### src/hw/hpbp_pkg.sv
// Shared constants of the host parallel bus port
package hpbp_pkg;
  localparam int ADDR_W = 10;
  localparam int DATA_W = 16;
  localparam int BYTE_W = 8;
  localparam int WADDR_W = ADDR_W - 1;
  localparam int SYNC_W = ADDR_W + DATA_W + 7;
  // Byte-lane masks towards the register fabric
  localparam logic [1:0] LANE_NONE = 2'h0;
  localparam logic [1:0] LANE_LO = 2'h1;
  localparam logic [1:0] LANE_HI = 2'h2;
  localparam logic [1:0] LANE_BOTH = 2'h3;
  // Level on interface_style_select for each handshake style
  localparam logic STYLE_SEPARATE = 1'b0;
  localparam logic STYLE_DATA_STROBE = 1'b1;
  // Reset values
  localparam logic [ADDR_W-1:0] ADDR_RST = 10'h000;
  localparam logic [DATA_W-1:0] DATA_RST = 16'h0000;

  typedef enum logic [1:0] {
    HPBP_IDLE = 2'h0,
    HPBP_RSTART = 2'h1,
    HPBP_READ = 2'h3,
    HPBP_WRITE = 2'h2
  } hpbp_state_t;
endpackage : hpbp_pkg

### src/hw/hpbp_sync.sv
// Two-flop synchroniser for a vector of pin inputs
`timescale 1ns/1ps
module hpbp_sync #(
  parameter int WIDTH = 1
) (
  input wire logic core_clk,
  input wire logic arst_n,
  input wire logic [WIDTH-1:0] d,
  output logic [WIDTH-1:0] q
);
  logic [WIDTH-1:0] meta;

  // The first stage feeds only the second stage
  always_ff @(posedge core_clk or negedge arst_n) begin
    if (!arst_n) begin
      meta <= '0;
      q <= '0;
    end else begin
      meta <= d;
      q <= meta;
    end
  end
endmodule : hpbp_sync

### src/hw/hpbp_port.sv
// Host parallel bus port: pin handshake to internal register fabric
//
// Notes on behaviour
// Narrow mode: only low data byte used, upper byte never driven.
// Wide mode: all sixteen data lines driven and accepted, word transfers.
// Wide byte access: lane from address bit zero, lane enable, style; other floats.
// Host holds address strobe high while address sits on shared lines.
// Address captured at address strobe falling edge, held for whole access.
// Demultiplexed host ties address strobe to a fixed level.
// Ten address lines select exactly one register per access.
// Every register reachable by byte or word access.
// Host drives device select low for any access; high is ignored.
// Separate style, selected and read strobe low: addressed register driven out.
// Separate style, selected and write strobe low: addressed register loaded.
// Wide mode lane enable marks upper byte (separate) or lower byte (strobe).
// Static style input picks separate strobes or data strobe with direction.
// Data lines float whenever no read is in progress.
`timescale 1ns/1ps
module hpbp_port
  import hpbp_pkg::*;
(
  input wire logic core_clk,
  input wire logic arst_n,
  input wire logic [ADDR_W-1:0] register_address_lines,
  input wire logic [DATA_W-1:0] host_data_lines_in,
  output logic [DATA_W-1:0] host_data_lines_out,
  output logic [DATA_W-1:0] host_data_lines_oe,
  input wire logic address_latch_strobe,
  input wire logic device_select_n,
  input wire logic read_or_data_strobe_n,
  input wire logic write_or_direction,
  input wire logic byte_lane_enable_n,
  input wire logic bus_width_select,
  input wire logic interface_style_select,
  output logic [WADDR_W-1:0] reg_word_addr,
  output logic [1:0] reg_byte_en,
  output logic [DATA_W-1:0] reg_wdata,
  output logic reg_wr_strobe,
  output logic reg_rd_strobe,
  input wire logic [DATA_W-1:0] reg_rdata
);
  logic [SYNC_W-1:0] pins_s;
  logic [ADDR_W-1:0] addr_s;
  logic [DATA_W-1:0] data_s;
  logic ale_s;
  logic cs_n_s;
  logic strobe_n_s;
  logic wr_dir_s;
  logic lane_n_s;
  logic wide_s;
  logic style_s;

  hpbp_sync #(.WIDTH(SYNC_W)) u_sync (
    .core_clk(core_clk),
    .arst_n(arst_n),
    .d({register_address_lines, host_data_lines_in, address_latch_strobe, device_select_n,
        read_or_data_strobe_n, write_or_direction, byte_lane_enable_n, bus_width_select,
        interface_style_select}),
    .q(pins_s)
  );

  assign {addr_s, data_s, ale_s, cs_n_s, strobe_n_s, wr_dir_s, lane_n_s, wide_s, style_s} = pins_s;

  hpbp_state_t state;
  hpbp_state_t next_state;
  logic ale_prev;
  logic [ADDR_W-1:0] addr_prev;
  logic [ADDR_W-1:0] ale_addr;
  logic muxed_seen;
  logic [ADDR_W-1:0] acc_addr;
  logic [1:0] acc_be;
  logic acc_wide;
  logic [DATA_W-1:0] dout;
  logic [1:0] oe_lanes;

  // Address path: latch on the strobe's falling edge; with a static strobe the
  // address lines are used live, so a tied-high or tied-low strobe both work
  wire ale_fall = ale_prev && !ale_s;
  wire [ADDR_W-1:0] addr_eff = muxed_seen ? ale_addr : addr_s;

  // Handshake decode for both styles; read takes priority if both appear
  wire selected = !cs_n_s;
  wire strobe_on = !strobe_n_s;
  wire sep_rd = strobe_on;
  wire sep_wr = !wr_dir_s;
  wire dstrobe_rd = strobe_on && wr_dir_s;
  wire dstrobe_wr = strobe_on && !wr_dir_s;
  wire rd_act = selected && ((style_s == STYLE_SEPARATE) ? sep_rd : dstrobe_rd);
  wire wr_act = selected && !rd_act && ((style_s == STYLE_SEPARATE) ? sep_wr : dstrobe_wr);

  // Lane selection at the start of an access
  wire addr_odd = addr_eff[0];
  wire lane_on = !lane_n_s;
  wire lane_lo_w = (style_s == STYLE_SEPARATE) ? !addr_odd : lane_on;
  wire lane_hi_w = (style_s == STYLE_SEPARATE) ? lane_on : !addr_odd;
  // Narrow mode: even byte is the low lane in separate style, high lane otherwise
  wire [1:0] lanes_narrow = (addr_odd ^ style_s) ? LANE_HI : LANE_LO;
  wire [1:0] lanes = wide_s ? {lane_hi_w, lane_lo_w} : lanes_narrow;

  // Narrow transfers move the chosen byte to and from the low pin lane
  wire [BYTE_W-1:0] rd_byte = acc_be[1] ? reg_rdata[DATA_W-1:BYTE_W] : reg_rdata[BYTE_W-1:0];
  wire [DATA_W-1:0] rd_steered = acc_wide ? reg_rdata : {{BYTE_W{1'b0}}, rd_byte};
  wire [DATA_W-1:0] wr_steered = acc_wide ? data_s : {2{data_s[BYTE_W-1:0]}};
  wire reading = (state == HPBP_RSTART || state == HPBP_READ) && rd_act;
  wire [1:0] pin_lanes = acc_wide ? acc_be : LANE_LO;
  wire [1:0] next_oe_lanes = reading ? pin_lanes : LANE_NONE;

  always_comb begin
    next_state = state;
    unique case (state)
      HPBP_IDLE: begin
        if (rd_act) begin
          next_state = HPBP_RSTART;
        end else if (wr_act) begin
          next_state = HPBP_WRITE;
        end
      end
      HPBP_RSTART: begin
        next_state = rd_act ? HPBP_READ : HPBP_IDLE;
      end
      HPBP_READ: begin
        next_state = rd_act ? HPBP_READ : HPBP_IDLE;
      end
      HPBP_WRITE: begin
        next_state = wr_act ? HPBP_WRITE : HPBP_IDLE;
      end
    endcase
  end

  always_ff @(posedge core_clk or negedge arst_n) begin
    if (!arst_n) begin
      ale_prev <= 1'b0;
      addr_prev <= ADDR_RST;
      ale_addr <= ADDR_RST;
      muxed_seen <= 1'b0;
    end else begin
      ale_prev <= ale_s;
      addr_prev <= addr_s;
      if (ale_fall) begin
        ale_addr <= addr_prev;
        muxed_seen <= 1'b1;
      end
    end
  end

  // Access context is frozen at the start so the address holds throughout
  always_ff @(posedge core_clk or negedge arst_n) begin
    if (!arst_n) begin
      state <= HPBP_IDLE;
      acc_addr <= ADDR_RST;
      acc_be <= LANE_NONE;
      acc_wide <= 1'b0;
    end else begin
      state <= next_state;
      if (state == HPBP_IDLE && (rd_act || wr_act)) begin
        acc_addr <= addr_eff;
        acc_be <= lanes;
        acc_wide <= wide_s;
      end
    end
  end

  // Write data follows the bus and is committed when the strobe ends,
  // since hosts guarantee data setup against the trailing edge
  always_ff @(posedge core_clk or negedge arst_n) begin
    if (!arst_n) begin
      reg_wdata <= DATA_RST;
    end else if (state == HPBP_WRITE) begin
      reg_wdata <= wr_steered;
    end
  end

  always_ff @(posedge core_clk or negedge arst_n) begin
    if (!arst_n) begin
      dout <= DATA_RST;
      oe_lanes <= LANE_NONE;
    end else begin
      oe_lanes <= next_oe_lanes;
      if (reading) begin
        dout <= rd_steered;
      end
    end
  end

  assign reg_word_addr = acc_addr[ADDR_W-1:1];
  assign reg_byte_en = acc_be;
  assign reg_rd_strobe = (state == HPBP_RSTART);
  assign reg_wr_strobe = (state == HPBP_WRITE) && !wr_act;
  assign host_data_lines_out = dout;
  assign host_data_lines_oe = {{BYTE_W{oe_lanes[1]}}, {BYTE_W{oe_lanes[0]}}};
endmodule : hpbp_port

### config.mk
export PLATFORM = sky130hd
export DESIGN_NAME = hpbp_port
export DESIGN_NICKNAME = d
export VERILOG_FILES = /design/src/hw/hpbp_pkg.sv /design/src/hw/hpbp_sync.sv /design/src/hw/hpbp_port.sv
export SDC_FILE = /design/constraint.sdc
export NUM_CORES = 1
export LEC_CHECK = 0
export ABC_CLOCK_PERIOD_IN_PS = 1800
export BUFFER_PORTS_ARGS = -buffer_cell sky130_fd_sc_hd__buf_2
export CAP_MARGIN = 20
export CORE_UTILIZATION = 50
export DETAILED_ROUTE_END_ITERATION = 8
export PLACE_DENSITY = 0.75
export RECOVER_POWER = 100
export SYNTH_ARGS = -nofsm -noshare
export SYNTH_HDL_FRONTEND = slang
export SYNTH_SLANG_ARGS = --single-unit
export TNS_END_PERCENT = 10
### constraint.sdc
create_clock -name core_clk -period 1.8 [get_ports core_clk]
set_input_delay 0.18 -clock core_clk [delete_from_list [all_inputs] [get_ports core_clk]]
set_output_delay 0.18 -clock core_clk [all_outputs]
set_load 0.01 [all_outputs]
==> impl_metrics.csv <==
group,metric,value,unit
clock_network,htreeDepth,4,
floorplanning,die_area,9840,um^2
detailed_routing,wire_per_inst,14.5,um
sta,rsz0062_at_grt,"no",
critical_path,worstSetupEndpointType,"output port",
pwr,netSwitchingPower,2.16,mW
sta,post-route-period-util,94.1,%
sta,worst_pin_slew,0.833,ns
global_route,grtUsageMet3,6.32,%
clock_network,clkSlewWorstSetupHoldPaths,0.06,ns
global_route,gr-total-overflow,0,
placed_design,gp_congestion,0.727,
global_route,grt_pass1_vias,3044,
floorplanning,fp.dieH,99.2,um
pwr,p_leak,2.89,nW
flow_run,cap_violations,0,
critical_path,arrival,1.51,ns
global_route,grt_busiest_layer,"met2",
pwr,power-per-cell-area,1310,nW/um^2
sta,setup_violations,0,
pwr,clockPowerShare,40.7,%
hold_path,hold_class,"in -> reg",
clock_network,clock_latency,0.50,ns
finish,drive_gt1_share,27.7,%
synthesis,synthCells,310,
synthesis,synthTopCellsByCount,"dfrtp_1 (136), mux2_2 (35), mux2i_1 (26)",
finish,antennaDiodeCount,0,
floorplanning,pin_count,112,
synthesis,synth-edff-count,0,
global_route,grt_use_total,19.3,%
pwr,switching_share,26.5,%
placed_design,port_buffers,111,
critical_path,start_kind,"register",
sta,fin_skew,0.00760,ns
floorplanning,core_area,9200,um^2
sta,report.final.slew_viol_count,0,
synthesis,yosysMostFrequentCell,"dfrtp_1",
sta,fmaxAchievable,591,MHz
sta,period_minus_slack,1.69,ns
critical_path,cp_max_fo,26,
placed_design,dp_hpwl,5190,um
global_route,grt_pass1_wl,14300,um
synthesis,yosysTopAreaCell,"dfrtp_1",
sta,tns,0,ns
sta,whs,0.0411,ns
outcome,status,"complete, no violations",
synthesis,yosysTopAreaCellShare,72.0,%
detailed_routing,vias,2874,
synthesis,ys_types,31,
synthesis,ys_warn_count,0,
sta,relSlewSlack,44.5,%
pwr,ir_worst_vdd,0.704,mV
pwr,comb_power_share,13.9,%
global_route,antenna_found_initial,0,
critical_path,cp_data_required_time,1.62,ns
synthesis,synth-main-ff-cell,"dfrtp_1",
floorplanning,die_w,99.2,um
detailed_routing,drt_iter0_markers,117,
clock_network,cts_tree,"built",
detailed_routing,drt_first_pass_iters,4,
global_route,use_met2,31.9,%
clock_network,cts_buffers,17,
sta,hold_viol,0,
clock_network,clock_sinks,136,
pwr,p_int,6.01,mW
synthesis,ys_seq_elements,136,
synthesis,avgSynthCellArea,15.2,um^2
finish,fillers,683,
detailed_routing,postRouteAntennaNets,0,
detailed_routing,drc_errors,0,
pwr,seqPwrFrac,45.4,%
synthesis,synth.area.top_cells,"dfrtp_1 (72%), mux2_2 (8.3%), mux2i_1 (5.5%)",
finish,multi_input_area,1080,um^2
finish,ff_latch_area,3400,um^2
floorplanning,start_util,51.4,%
detailed_routing,wl,8570,um
clock_network,clock_tree.root_cell,"clkbuf_8",
synthesis,seq_area_frac_synth,72.0,%
detailed_routing,via_per_inst,4.86,
global_route,grt_use_met1,23.6,%
synthesis,syn_area,4730,um^2
global_route,grt_max_degree,63,
finish,syn_to_final_growth,31.9,%
synthesis,async_flop_share,100,%
critical_path,crit_type,"reg -> out",
finish,fin_nets,518,
synthesis,synth_fp_nets,361,
clock_network,clock_tree.buffer_depth,2,
floorplanning,num_rows,35,
[sequential cells by signal, indices dropped and copies added, names as in the netlist, 2 cells and up]
name and cells:
addr_prev 10, state 2, reg_byte_en 2, u_sync.meta 33, u_sync.q 33, acc_addr 9, ale_addr 10, host_data_lines_out 16
reg_wdata 16, oe_lanes 2
[critical path: stages, from the launching register on]
cell      delay (ns)
dfrtp_2         0.40
nand2b_1        0.16
buf_6           0.18
a21oi_2         0.12
buf_2           0.16
[per-stage QoR]
stage	utilization, %	area [um^2]	total power [mW]	worst slack [ns]	std cells
detailed placement	58.0	5340	4.92	0.298	516
CTS	69.0	6350	8.35	0.0104	590
finish	67.8	6230	8.17	0.107	591
global route	67.8	6230	8.57	0.00789	591
floorplan	-	4730	4.36	0.370	310
global placement	58.0	5340	4.86	0.360	516
[repair_timing]
item	4_1_cts	5_1_grt
buffers inserted	0	1
hold buffers	42	0
endpoints found under the hold margin	101	0
gates cloned	0	0
resized for setup	3	0
pin swaps	0	0
setup endpoints to repair	1	1
[layout by cell type, fill, tap and decap left out, types with 2 or more instances in the layout]
cell type / netlist / layout
inv_6: 0 / 6
buf_2: 9 / 51
a31oi_1: 2 / 2
o21ai_0: 10 / 10
nand2b_1: 3 / 3
mux2i_1: 26 / 26
bufinv_16: 0 / 2
clkbuf_1: 1 / 63
a21oi_1: 23 / 22
inv_1: 9 / 9
buf_6: 2 / 2
clkbuf_2: 0 / 4
nand2_1: 19 / 19
clkbuf_16: 0 / 16
clkinv_4: 0 / 4
clkinvlp_4: 0 / 2
mux2_2: 35 / 35
dlygate4sd3_1: 0 / 42
nor2b_1: 3 / 3
dfrtp_1: 136 / 135
buf_4: 15 / 5
[power groups by stage]
stage | Sequential, mW | Clock, mW | Combinational [mW]
floorplan | 3.86 | 0 | 0.497
global placement | 3.73 | 0 | 1.13
detailed placement | 3.75 | 0 | 1.17
CTS | 3.70 | 3.40 | 1.25
global route | 3.76 | 3.54 | 1.26
finish | 3.71 | 3.32 | 1.14
[layout make-up]
| cell class | instances | area share, % |
|---|---|---|
| Sequential cell | 136 | 54.6 |
| Timing Repair Buffer | 166 | 15.9 |
| Clock buffer | 18 | 6.71 |
| Clock inverter | 14 | 2.61 |
| Multi-Input combinational cell | 137 | 17.4 |
| Tap cell | 111 | 2.23 |
| Inverter | 9 | 0.542 |
[cells by family (layout without fill, tap and decap cells)]
logic type	Yosys count	after routing	share of synthesized area, %
flip-flops	136	136	72.0
buffers and inverters	37	207	5.03
XOR/XNOR	1	1	0.185
AO/OA/AOI/OAI	39	39	4.47
AND/OR/NAND/NOR	35	35	4.21
multiplexers	62	62	14.1
[path summary, 6_finish.rpt]
path,end,depth (start not counted),slack (ns),from
worst min register to register,u_sync.q[14],0,0.35,u_sync.meta[14]
min in group asynchronous,u_sync.meta[26],2,0.21,arst_n
worst max register to register,host_data_lines_out[8],4,0.18,u_sync.q[4]
worst max-delay path,reg_wr_strobe,4,0.11,state[0]
worst min-delay path,host_data_lines_out[1],3,0.04,reg_rdata[1]
max in group asynchronous,reg_wdata[12],3,0.35,arst_n
[metal layers]
layer,wire length (um),vias to the layer above
met2,4390,86
met5,0,-
met4,106,0
li1,-,1351
met3,461,12
met1,3610,1425
(Power assumes the default switching activity.)
